**config.mk**
```make
export PLATFORM = sky130hd
export DESIGN_NAME = esrst_seq
export DESIGN_NICKNAME = d
export VERILOG_FILES = /design/src/esrst_pkg.sv /design/src/esrst_tick_if.sv /design/src/esrst_seq.sv /design/src/esrst_tick.sv
export SDC_FILE = /design/constraint.sdc
export NUM_CORES = 1
export LEC_CHECK = 0
export ABC_AREA = 1
export ABC_CLOCK_PERIOD_IN_PS = 1600
export BUFFER_PORTS_ARGS = -buffer_cell sky130_fd_sc_hd__buf_2
export CORE_UTILIZATION = 55
export DETAILED_ROUTE_END_ITERATION = 7
export PLACE_DENSITY = 0.74
export SYNTH_ARGS = -nofsm -noshare
export SYNTH_HDL_FRONTEND = slang
export SYNTH_SLANG_ARGS = --single-unit
```
**constraint.sdc**
```tcl
create_clock -name clock -period 1.6 [get_ports clock]
set_input_delay 0.32 -clock clock [delete_from_list [all_inputs] [get_ports clock]]
set_output_delay 0.32 -clock clock [all_outputs]
set_load 0.02 [all_outputs]
```
**src/esrst_pkg.sv**
```systemverilog
/*
  Package for the ready-output self-test sequencer: states, time limits, tick divider.
  Assumes a 10 MHz system clock.
*/
package esrst_pkg;
  localparam int unsigned CLK_HZ        = 10000000;
  localparam int unsigned TICK_MS       = 1;
  localparam int unsigned TICK_CYCLES   = CLK_HZ / 1000 * TICK_MS;
  localparam logic [13:0] TICK_LAST     = 14'(TICK_CYCLES - 1);
  // Time limits in ms, as printed
  localparam int unsigned OFF_LIMIT_MS  = 66;
  localparam int unsigned ACK_LARGE_MS  = 114;
  localparam int unsigned ACK_SMALL_MS  = 146;
  localparam int unsigned ON_LIMIT_MS   = 20;
  // Tick counts: off and on limits round down, one tick margin taken off; ack limits kept as printed
  localparam logic [7:0]  OFF_TICKS     = 8'(OFF_LIMIT_MS - 1);
  localparam logic [7:0]  ACK_LARGE_TKS = 8'(ACK_LARGE_MS);
  localparam logic [7:0]  ACK_SMALL_TKS = 8'(ACK_SMALL_MS);
  localparam logic [7:0]  ON_TICKS      = 8'(ON_LIMIT_MS - 1);
  localparam logic [1:0]  STAGE_FIRST   = 2'h0;
  localparam logic [1:0]  STAGE_LAST    = 2'h2;
  localparam logic [7:0]  CNT_ZERO      = 8'h00;

  typedef enum logic [2:0] {
    ST_WAIT_VOLT = 3'b000,
    ST_DROP      = 3'b001,
    ST_WAIT_LOW  = 3'b010,
    ST_RAISE     = 3'b011,
    ST_FINAL     = 3'b100,
    ST_RUN       = 3'b101,
    ST_ESTOP     = 3'b110,
    ST_FAULT     = 3'b111
  } esrst_state_t;
endpackage

```
**src/esrst_tick_if.sv**
```systemverilog
/*
  Interface carrying the millisecond tick between the divider and the sequencer.
  Assumes both ends share the system clock.
*/
`timescale 1ns/10ps
interface esrst_tick_if;
  logic tick;
  modport src (output tick);
  modport dst (input tick);
endinterface // esrst_tick_if

```
**src/esrst_seq.sv**
```systemverilog
/*
  Power-on self-test and supervision sequencer for the ready output.
  Assumes ready_ack_input comes from external relay logic (asynchronous),
  and internal_fault, error_cancel come from logic on the same clock.
*/
`timescale 1ns/10ps
module esrst_seq
#(
  // Cycles per millisecond tick
  parameter int unsigned TICK_LEN = esrst_pkg::TICK_CYCLES
)
(
  // System
  input  wire logic clock,
  input  wire logic sys_rst,
  // Variant: 1 selects the smaller control with longer acknowledge limit
  input  wire logic small_variant,
  // Relay side
  input  wire logic ready_ack_input,
  output logic      ready_output,
  // Internal supervision
  input  wire logic internal_fault,
  input  wire logic error_cancel,
  // Status
  output logic      volt_missing,
  output logic      stop_defective,
  output logic      estop_shown,
  output logic      cancellable_error_flag,
  output logic      external_stop_shown_flag,
  output logic      fault_flash,
  output logic      plc_halt,
  output logic      normal_run,
  output logic [1:0] stage
);
  esrst_tick_if tkif ();

  esrst_tick
  #(
    .TICK_LEN (TICK_LEN)
  )
  u_tick
  (
    .clock   (clock),
    .sys_rst (sys_rst),
    .tk      (tkif.src)
  );

  typedef struct packed
  {
    logic [2:0]              sync;
    logic                    ack;
    esrst_pkg::esrst_state_t st;
    logic [1:0]              stage;
    logic [7:0]              cnt;
    logic [7:0]              drop_ms;
    logic                    rdy;
    logic                    defective;
    logic                    canc;
    logic                    ext;
    logic                    flash;
  } esrst_seq_st_t;

  esrst_seq_st_t s_reg;
  esrst_seq_st_t s_next;
  logic [7:0]    ack_lim;
  logic          tick;

  assign tick    = tkif.tick;
  // Larger control 114 ms, smaller 146 ms
  assign ack_lim = small_variant ? esrst_pkg::ACK_SMALL_TKS : esrst_pkg::ACK_LARGE_TKS;

  always_comb
  begin
    s_next      = s_reg;
    // Ack filtered: change only once stages two and three agree
    s_next.sync = {s_reg.sync[1:0], ready_ack_input};
    if (s_reg.sync[2] == s_reg.sync[1])
      s_next.ack = s_reg.sync[2];
    if (tick)
      s_next.cnt = s_reg.cnt + 8'h01;
    // Ticks spent before the drop; only the assertion reads it
    if (s_reg.st != esrst_pkg::ST_DROP)
      s_next.drop_ms = esrst_pkg::CNT_ZERO;
    else if (tick)
      s_next.drop_ms = s_reg.drop_ms + 8'h01;
    // Fault wins over everything and sticks until reset
    if (internal_fault && s_reg.st != esrst_pkg::ST_FAULT)
    begin
      s_next.st    = esrst_pkg::ST_FAULT;
      s_next.rdy   = 1'b0;
      s_next.flash = 1'b1;
    end
    else
    begin
      case (s_reg.st)
        esrst_pkg::ST_WAIT_VOLT:
        begin
          s_next.cnt = esrst_pkg::CNT_ZERO;
          if (s_reg.ack)
            s_next.st = esrst_pkg::ST_DROP;
        end
        esrst_pkg::ST_DROP:
        begin
          // Drop well inside the limit: off at the next ms tick, at most one ms
          if (s_reg.cnt != esrst_pkg::CNT_ZERO || tick)
          begin
            s_next.rdy = 1'b0;
            s_next.cnt = esrst_pkg::CNT_ZERO;
            s_next.st  = esrst_pkg::ST_WAIT_LOW;
          end
        end
        esrst_pkg::ST_WAIT_LOW:
        begin
          if (!s_reg.ack)
          begin
            s_next.cnt = esrst_pkg::CNT_ZERO;
            s_next.st  = esrst_pkg::ST_RAISE;
          end
          else if (s_reg.cnt >= ack_lim)
          begin
            s_next.defective = 1'b1;
            s_next.st        = esrst_pkg::ST_FAULT;
          end
        end
        esrst_pkg::ST_RAISE:
        begin
          s_next.rdy = 1'b1;
          s_next.cnt = esrst_pkg::CNT_ZERO;
          if (s_reg.stage == esrst_pkg::STAGE_LAST)
            s_next.st = esrst_pkg::ST_FINAL;
          else
          begin
            s_next.stage = s_reg.stage + 2'h1;
            s_next.st    = esrst_pkg::ST_WAIT_VOLT;
          end
        end
        esrst_pkg::ST_FINAL:
        begin
          if (s_reg.ack)
            s_next.st = esrst_pkg::ST_RUN;
        end
        esrst_pkg::ST_RUN:
        begin
          if (!s_reg.ack)
          begin
            s_next.st   = esrst_pkg::ST_ESTOP;
            s_next.canc = 1'b1;
            s_next.ext  = 1'b1;
          end
        end
        esrst_pkg::ST_ESTOP:
        begin
          if (error_cancel && s_reg.ack)
          begin
            s_next.st   = esrst_pkg::ST_RUN;
            s_next.canc = 1'b0;
            s_next.ext  = 1'b0;
          end
        end
        esrst_pkg::ST_FAULT:
        begin
          s_next.rdy = 1'b0;
          s_next.cnt = esrst_pkg::CNT_ZERO;
        end
        default:
          s_next.st = esrst_pkg::ST_FAULT;
      endcase
    end
  end

  // Ready output starts high so the first drop is a real change
  always_ff @(posedge clock or posedge sys_rst)
  begin
    if (sys_rst)
    begin
      s_reg       <= '0;
      s_reg.rdy   <= 1'b1;
      s_reg.stage <= esrst_pkg::STAGE_FIRST;
    end
    else
      s_reg <= s_next;
  end

  assign ready_output             = s_reg.rdy;
  assign volt_missing             = (s_reg.st == esrst_pkg::ST_WAIT_VOLT ||
                                     s_reg.st == esrst_pkg::ST_FINAL) && !s_reg.ack;
  assign stop_defective           = s_reg.defective;
  assign estop_shown              = s_reg.ext;
  assign cancellable_error_flag   = s_reg.canc;
  assign external_stop_shown_flag = s_reg.ext;
  assign fault_flash              = s_reg.flash;
  assign plc_halt                 = (s_reg.st == esrst_pkg::ST_FAULT);
  assign normal_run               = (s_reg.st == esrst_pkg::ST_RUN);
  assign stage                    = s_reg.stage;
endmodule // esrst_seq

```
**src/esrst_tick.sv**
```systemverilog
/*
  Millisecond tick divider: one-cycle enable pulse every 1 ms.
  Assumes a 10 MHz clock and asynchronous active-high reset.
*/
`timescale 1ns/10ps
module esrst_tick
#(
  // Cycles per tick; a bench may shorten it to keep runs brief
  parameter int unsigned TICK_LEN = esrst_pkg::TICK_CYCLES
)
(
  // System
  input wire logic   clock,
  input wire logic   sys_rst,
  // Tick out
  esrst_tick_if.src  tk
);
  typedef struct packed
  {
    logic [13:0] cnt;
    logic        tick;
  } esrst_tick_st_t;

  localparam logic [13:0] TICK_END = 14'(TICK_LEN - 1);

  esrst_tick_st_t s_reg;
  esrst_tick_st_t s_next;

  always_comb
  begin
    s_next      = s_reg;
    s_next.tick = (s_reg.cnt == TICK_END);
    s_next.cnt  = s_next.tick ? 14'h0000 : s_reg.cnt + 14'h0001;
  end

  always_ff @(posedge clock or posedge sys_rst)
  begin
    if (sys_rst)
      s_reg <= '0;
    else
      s_reg <= s_next;
  end

  assign tk.tick = s_reg.tick;
endmodule // esrst_tick

```
---- After elaboration in Yosys (flattened, before gate mapping) ----
Index checks and enable logic that the tools add are counted.
W data, S select, Z words.
operators by class
  equality and inequality tests ........... 19
  order comparisons ....................... 1
  bitwise gates (word level) .............. 2
  mux-type cells .......................... 23
  reductions and logical operators ........ 17
  add/sub/neg operators ................... 3
operators with widths
  operator                 count
  $mux W8                  5
  $mux W3                  9
  $pmux W8 S3              1
  $pmux W3 S7              1
  $reduce_bool A8 Y1       2
  $ne A3 B3 Y1 const B     5
  $add A14 B1 Y14 const B  1
  $eq A14 B14 Y1 const B   1
  $mux W14                 1
  $eq A3 B3 Y1 const B     4
  $add A8 B1 Y8 const B    1
  $ge A8 B8 Y1             1
  $reduce_and A4 Y1        2
  $reduce_and A7 Y1        1
  $eq A3 B2 Y1 const B     2
  $mux W2                  2
  $ne A2 B2 Y1 const B     2
  $ne A4 B4 Y1 const B     1
  $pmux W2 S2              1
  $reduce_bool A4 Y1       1
  $eq A3 B1 Y1 const B     1
  $logic_and A1 B1 Y1      3
  $logic_not A3 Y1         1
  $ne A3 B2 Y1 const B     1
  other kinds (12)         15
word-level totals
  word-level logic and storage cells ...... 77
  output and inout bits ................... 11
  input port bits ......................... 6
  register bits after elaboration ......... 37

---- Logic depth before layout (Yosys ltp) ----
Gate-level depths: netlist (run 1).
  word-level depth ........................ 6
  depth in mapped cells ................... 11
  gate-level depth less buffers ........... 11

---- By module ----
From an unflattened synthesis (run 1), not the netlist that was laid out.
unflattened totals
  cells, all modules ...................... 266
  area total of the unflattened synthesis .. 2090.8 um^2
by module, submodules not included
  module      cells an instance  times used  sequential area each (um^2)  area each (um^2)
  esrst_seq   162                1           526.8                        1266.2
  esrst_tick  104                1           375.4                        824.5

---- Worst setup path after synthesis (run 1) ----
No wires, ideal clock.
  path kind ............................... register -> register
  start point ............................. reg s_reg[14] in the netlist's numbering
  end point ............................... reg s_reg[23] in the netlist's numbering
  data arrival time ....................... 1.325 ns
  setup slack ............................. 0.158 ns
  path buffers ............................ 0
  cell stages (with the launch flop) ...... 12
  clock period less this slack ............ 1.442 ns
  setup time .............................. 0.117 ns
  data required time ...................... 1.483 ns
  cells stage by stage .................... dfrtp_1 inv_1 ha_1 inv_1 nor2_1 nand2_1 nor2_1 nand3_2 nand2_1 nor2_1 nand3_1 nand2_1
between the ends
  cells in the longest elaborated chain, start to end .. 4
  elaborated cells between the ends (all ways) .. 6
  classes of those cells .................. order compare: 1; eq/ne: 2; reduce/logical: 3
ends and longest elaborated chain
  item                                                  RTL line          text
  from (decl)                                           esrst_seq.sv:63   esrst_seq_st_t s_reg;
  from (signal assigned)                                esrst_seq.sv:181  s_reg <= s_next;
  branches (longest 3 deep; another with $ge A8 B8 Y1)  --
  $reduce_and A7 Y1 (no source line) *                  --
Mark *: on every way between the ends.
A chain may end at the register's enable or synchronous reset.

---- Worst setup path in the final report (run 1) ----
  start point ............................. reg s_reg[24] in the netlist's numbering
  end point ............................... out normal_run
between the ends
  cells in the longest elaborated chain, start to end .. 1
ends and longest elaborated chain
  item          RTL line          text
  $eq A3 B3 Y1  esrst_seq.sv:193  assign normal_run = (s_reg.st == esrst_pkg::ST_RUN);
  to (decl)     esrst_seq.sv:32   output logic normal_run,
Every way passes these cells.

==> impl_metrics.ini, run 1 <==
[cts]
cts_tree = yes
cts.path.max_buffers = 2
insertion_delay_ns = 0.29
clockRootBuffer = clkbuf_8
cts.sinks = 36
holdBufCountCts = 0
clk_pin_slew_ns = 0.07
cts_buffers = 5
htree_levels = 2

[power]
peakVddDrop_mv = 0.622
p_leak_nw = 1.22
swShare_pct = 37.9
p_switching_mw = 1.18
power_mw = 3.11
p_int_mw = 1.93
powerDensity_nw_per_um2 = 1310
p_clk_share_pct = 25.4
power_frac_comb_pct = 36.5
seqPwrFrac_pct = 38.1

[global_routing]
grt_start_max_net_pins = 37
grt_pass1_wl_um = 6530
grt_pass1_vias = 1616
grtUsageTotal_pct = 21.0
antenna_found_initial = 0
overflow = 0

[placed_design]
detailed_place_hpwl_um = 2790
globalplace.congestion = 0.915
pre_cts_slack_ns = -0.00413
dp.cells = 317
place_area_um2 = 2180
io_buffers = 16

[detailed_routing]
wl_per_cell_um = 11.3
dr.pass1.iters = 4
drc = 0
ant_nets = 0
routed_wl_um = 3740
vias = 1662
via_per_inst = 5.02
drtIter0Drc = 87

[yosys]
syn_nets = 271
yosysWarnings = 0
ys_async_sr_fraction_pct = 100
syn_avg_cell_area_um2 = 8.03
ys_ff_latch = 36
synth_edf_count = 0
synth-main-ff-cell = dfrtp_1
syn_inst = 257
syn_area_um2 = 2060
seq_area_frac_synth_pct = 43.7
ys_types = 34

[sta]
period_needed_ns = 1.54
setup_viol = 0
worst_clock_skew_ns = 0.00361
layout_setup_ws_ns = 0.0563
worstMarginPinSlew_ns = 0.437
hold_viol_final = 0
holdWs_ns = 0.109
layout_worst_path_cycle_share_pct = 96.5
relSlewSlack_pct = 70.8
slew_violations = 0
setup_tns_ns = 0
fmax_mhz = 648

[worst_setup_path]
startpoint_type = flip-flop
reg2reg_from = u_tick.s_reg[1]
path_max_fanout = 8
startpoint = s_reg[24]
cp.required_ns = 1.28
crit_path_end_kind = output pin
crit_type = reg2out
worstPathArrival_ns = 1.22

[final_layout]
final-instance-count-excl-fill = 331
final_nets = 298
design_area_um2 = 2370
final_cell_mix = 54 x nand2_1, 37 x inv_1, 35 x nor2_1
drive_gt1_share_pct = 23.5
final_util_pct = 68.3
fillers = 301
largest_reg_flops = 14
final_common_cell = nand2_1
area_delta_synth_final_pct = 14.8
antenna_cells = 0

[die]
start_util_pct = 59.5
rows = 21
die-width_um = 63.3
die-area_um2 = 4000
core-area_um2 = 3470
io_pins = 17
die_y_um = 63.3

[run]
drv_cap = 0

[outcome]
status = complete, no violations

[min_path]
min-delay-path-class = in2async
## area by class of cell
cell class	count	area, um2	share of cell area [%]
clock buffer	5	68.8	2.91
timing repair buffer	27	175	7.40
clock inverter	3	42.5	1.80
inverter	42	158	6.66
tap	46	57.6	2.43
multi-input combinational	172	958	40.5
sequential	36	908	38.4
## synth_stat cells, types with 2 or more instances
library cell  instances  area (um2)
nor2_4                2        22.5
xnor2_1               2        17.5
buf_4                 5        37.5
inv_2                 2        7.51
a21oi_1               6        30.0
xor2_1                5        43.8
nand2_1              55         206
o211ai_1              2        15.0
nand4_1               7        43.8
nor2_1               38         143
nand3_1              12        60.1
ha_1                  8         100
o21bai_1              2        15.0
nor3_1               10        50.1
nand2_2               4        25.0
dfrtp_1              35         876
buf_6                 2        22.5
nand3_2               2        20.0
o21ai_0               4        20.0
inv_1                40         150
## per-layer routing
layer	up-vias	share of wire (%)	global-route usage [%]
li1	853	-	-
met1	774	44	25.0
met2	23	50	34.7
met3	12	2.6	5.07
met4	0	2.9	11.9
met5	-	0	0
## worst max-delay path: stages (launching register included)
cell and delay [ns]:
dfrtp_2 0.49, inv_2 0.10, nand3_1 0.11, inv_1 0.08, buf_2 0.15
## logic make-up (layout without fill, tap and decap cells)
family	Yosys count	count (layout)	synth area share, %
and+or+nand+nor	137	137	31.2
buffers and inverters	49	77	10.6
DFF	36	36	43.7
AOI/OAI and AO/OA	19	19	6.25
adders and majority gates	9	9	5.34
xor gates and xnor gates	7	7	2.97
## repair_timing
item,CTS,global route
resized for setup,4,9
hold endpoints to repair,0,0
setup endpoints to repair,4,11
setup buffers,0,6
pin swaps,0,2
## power groups by stage
stage / combinational, mW / sequential [mW] / clock, mW
floorplan: 0.952 / 1.12 / 0
global placement: 0.979 / 1.21 / 0
detailed placement: 1.02 / 1.21 / 0
CTS: 1.02 / 1.20 / 0.806
global route: 1.28 / 1.21 / 0.848
finish: 1.14 / 1.19 / 0.789
## final timing paths
kind,to,slack [ns],depth (start not counted)
worst min-delay path,s_next[28],0.11,3
worst max register to register,u_tick.s_reg[13],0.11,7
worst max-delay path,normal_run,0.06,4
max in group asynchronous,s_reg[19],1.15,3
min in group clock,s_next[28],0.13,1
worst min register to register,s_next[29],0.36,0
No activity file was read; power rests on OpenSTA's default activity.
==> run 2, diff against run 1 <==
--- a/config.mk
+++ b/config.mk
@@ -11,6 +11,8 @@
 export CORE_UTILIZATION = 55
 export DETAILED_ROUTE_END_ITERATION = 7
 export PLACE_DENSITY = 0.74
+export SLEW_MARGIN = 10
 export SYNTH_ARGS = -nofsm -noshare
 export SYNTH_HDL_FRONTEND = slang
+export SYNTH_HIERARCHICAL = 1
 export SYNTH_SLANG_ARGS = --single-unit
==> impl_metrics.ini, run 2 <==
[outcome]
status = complete, no violations

[yosys]
ys_async_sr_fraction_pct = 100
synthTopCellsByCount = 61 x nand2_1, 47 x nor2_1, 35 x dfrtp_1, 32 x inv_1, 19 x nand3_1
yosysMostFrequentCell = nand2_1
syn_area_um2 = 2090
ys_types = 28
synth_edf_count = 0
synthTopCellsByArea = dfrtp_1 42%, nand2_1 11%, nor2_1 8.4%
yosysWarnings = 6
seq_area_frac_synth_pct = 43.1
syn_inst = 266
syn_avg_cell_area_um2 = 7.86
syn_nets = 281
ys_ff_latch = 36
synth_top_cell_by_area = dfrtp_1
synth_top_area_share_pct = 41.9
synth-main-ff-cell = dfrtp_1

[min_path]
min_from = ready_ack_input
min-delay-path-class = in2reg
hold_depth = 1

[worst_setup_path]
startpoint = s_reg[24]
r2r_cells = 10
r2r_setup_slack_ns = 0.10
crit_type = reg2out
path_max_fanout = 5
worstPathArrival_ns = 1.19
critical_path.top_delay_family = flip-flops
reg2reg_from = s_reg[20]
r2r-end = s_reg[25]
worstSetupEndpoint = normal_run
critPathSlowestCell = dfrtp_2
cpPeakStageDelay_ns = 0.45
cp.required_ns = 1.28
crit_chain = inv_2 > nand2_1 > nor2_1 > buf_4
startpoint_type = flip-flop
crit_buf_inv = 2
crit_path_end_kind = output pin
path_depth = 4

[final_layout]
final_nets = 305
antenna_cells = 0
area_delta_synth_final_pct = 12.9
drive_gt1_share_pct = 22.3
largest_reg_flops = 14
final_cell_mix = 60 x nand2_1, 46 x nor2_1, 33 x dfrtp_1
final_util_pct = 64.5
final_common_cell = nand2_1

[detailed_routing]
dr.pass1.iters = 4
drc = 0
via_per_inst = 4.94
drtIter0Drc = 147
routed_wl_um = 3910
vias = 1674
wl_per_cell_um = 11.5
ant_nets = 0

[global_routing]
grt_start_max_net_pins = 19
overflow = 0
grt_pass1_wl_um = 6870
grtUsageTotal_pct = 22.1
grt_pass1_vias = 1657
antenna_found_initial = 0

[die]
die-width_um = 63.7
rows = 22
io_pins = 17
die-area_um2 = 4050
core-area_um2 = 3660
die_y_um = 63.7
start_util_pct = 57.1

[cts]
cts.sinks = 36
cts.path.max_buffers = 2
insertion_delay_ns = 0.29
cts_buffers = 5
clk_pin_slew_ns = 0.08
htree_levels = 2
cts_tree = yes
clockRootBuffer = clkbuf_8

[power]
p_int_mw = 1.70
p_clk_share_pct = 23.8
peakVddDrop_mv = 0.479
swShare_pct = 39.3
powerDensity_nw_per_um2 = 1190
power_frac_comb_pct = 35.7
p_leak_nw = 1.19
p_switching_mw = 1.10
seqPwrFrac_pct = 40.6

[placed_design]
pre_cts_slack_ns = -0.0242
globalplace.congestion = 0.885
detailed_place_hpwl_um = 2820
io_buffers = 16

[sta]
slew_violations = 0
worst_clock_skew_ns = 0.00911
layout_worst_path_cycle_share_pct = 94.6
relSlewSlack_pct = 60.5
setup_viol = 0
worstMarginPinSlew_ns = 0.592
layout_setup_ws_ns = 0.0861
period_needed_ns = 1.51
hold_viol_final = 0
fmax_mhz = 661

[run]
drv_cap = 0
[run 2: changes by cell type in the layout (fill, tap and decap cells not counted), moves of 4 or more]
cell and delta:
nor2_2 +5, buf_4 -4, nand2_1 +6, nor3_1 -9, nor2_1 +11, inv_1 -5, nand3_1 +7, xor2_1 +4
a21oi_1 -4
[run 2: per-stage QoR]
stage / instance area (um2) / TNS (ns) / hold slack, ns / std cells / power, mW
2_1_floorplan: 2090 / 0 / 0.221 / 266 / 1.96
3_3_place_gp: 2200 / 0 / 0.205 / 326 / 2.11
3_5_place_dp: 2200 / -0.0708 / 0.207 / 326 / 2.12
4_1_cts: 2300 / 0 / 0.128 / 335 / 2.81
5_1_grt: 2360 / -0.0570 / 0.123 / 339 / 3.00
6_report: 2360 / 0 / 0.141 / 339 / 2.80
[run 2: cells by family (layout without fill, tap and decap cells)]
kind of cell	count (synthesis)	after routing	synth area share (%)
flops	36	36	43.1
fa+ha+maj	10	10	5.86
xor+xnor	11	11	4.61
simple gates	156	156	34.5
compound gates	11	11	3.41
buf+inv	42	67	8.44
[run 2: worst min path at each step]
stage	to	slack [ns]
floorplan	u_tick/s_reg[10]	0.22
global placement	s_next[28]	0.21
detailed placement	s_next[28]	0.21
CTS	s_next[28]	0.13
global route	s_next[28]	0.12
finish	s_next[28]	0.14
[run 2: cell type report]
type | count | area (um2)
Fill cell | 313 | 1300
Multi-Input combinational cell | 188 | 1030
Sequential cell | 36 | 905
Inverter | 37 | 139
Timing Repair Buffer | 22 | 130
Clock buffer | 6 | 82.6
Tap cell | 48 | 60.1
Clock inverter | 2 | 10.0
[run 2: per-layer routing]
| layer | global-route usage [%] | wire, um |
|---|---|---|
| met5 | 0 | 0 |
| met3 | 6.16 | 129 |
| met4 | 9.94 | 74 |
| met2 | 37.1 | 2030 |
| met1 | 26.0 | 1680 |
[run 2: power groups by stage]
| stage | clock network, mW | logic, mW | registers (mW) |
|---|---|---|---|
| after floorplan | 0 | 0.836 | 1.13 |
| after global placement | 0 | 0.961 | 1.15 |
| after detailed placement | 0 | 0.976 | 1.15 |
| after CTS | 0.691 | 0.985 | 1.13 |
| after global routing | 0.720 | 1.13 | 1.15 |
| final | 0.665 | 0.999 | 1.14 |
[run 2: timing repair]
item                                    in CTS  in global routing
setup buffers                                0                  4
cloned                                       0                  0
pin swaps                                    0                  5
gates resized for setup                      1                  6
hold buffers                                 1                  0
endpoints found under the setup margin       1                  4
endpoints found under the hold margin        3                  0
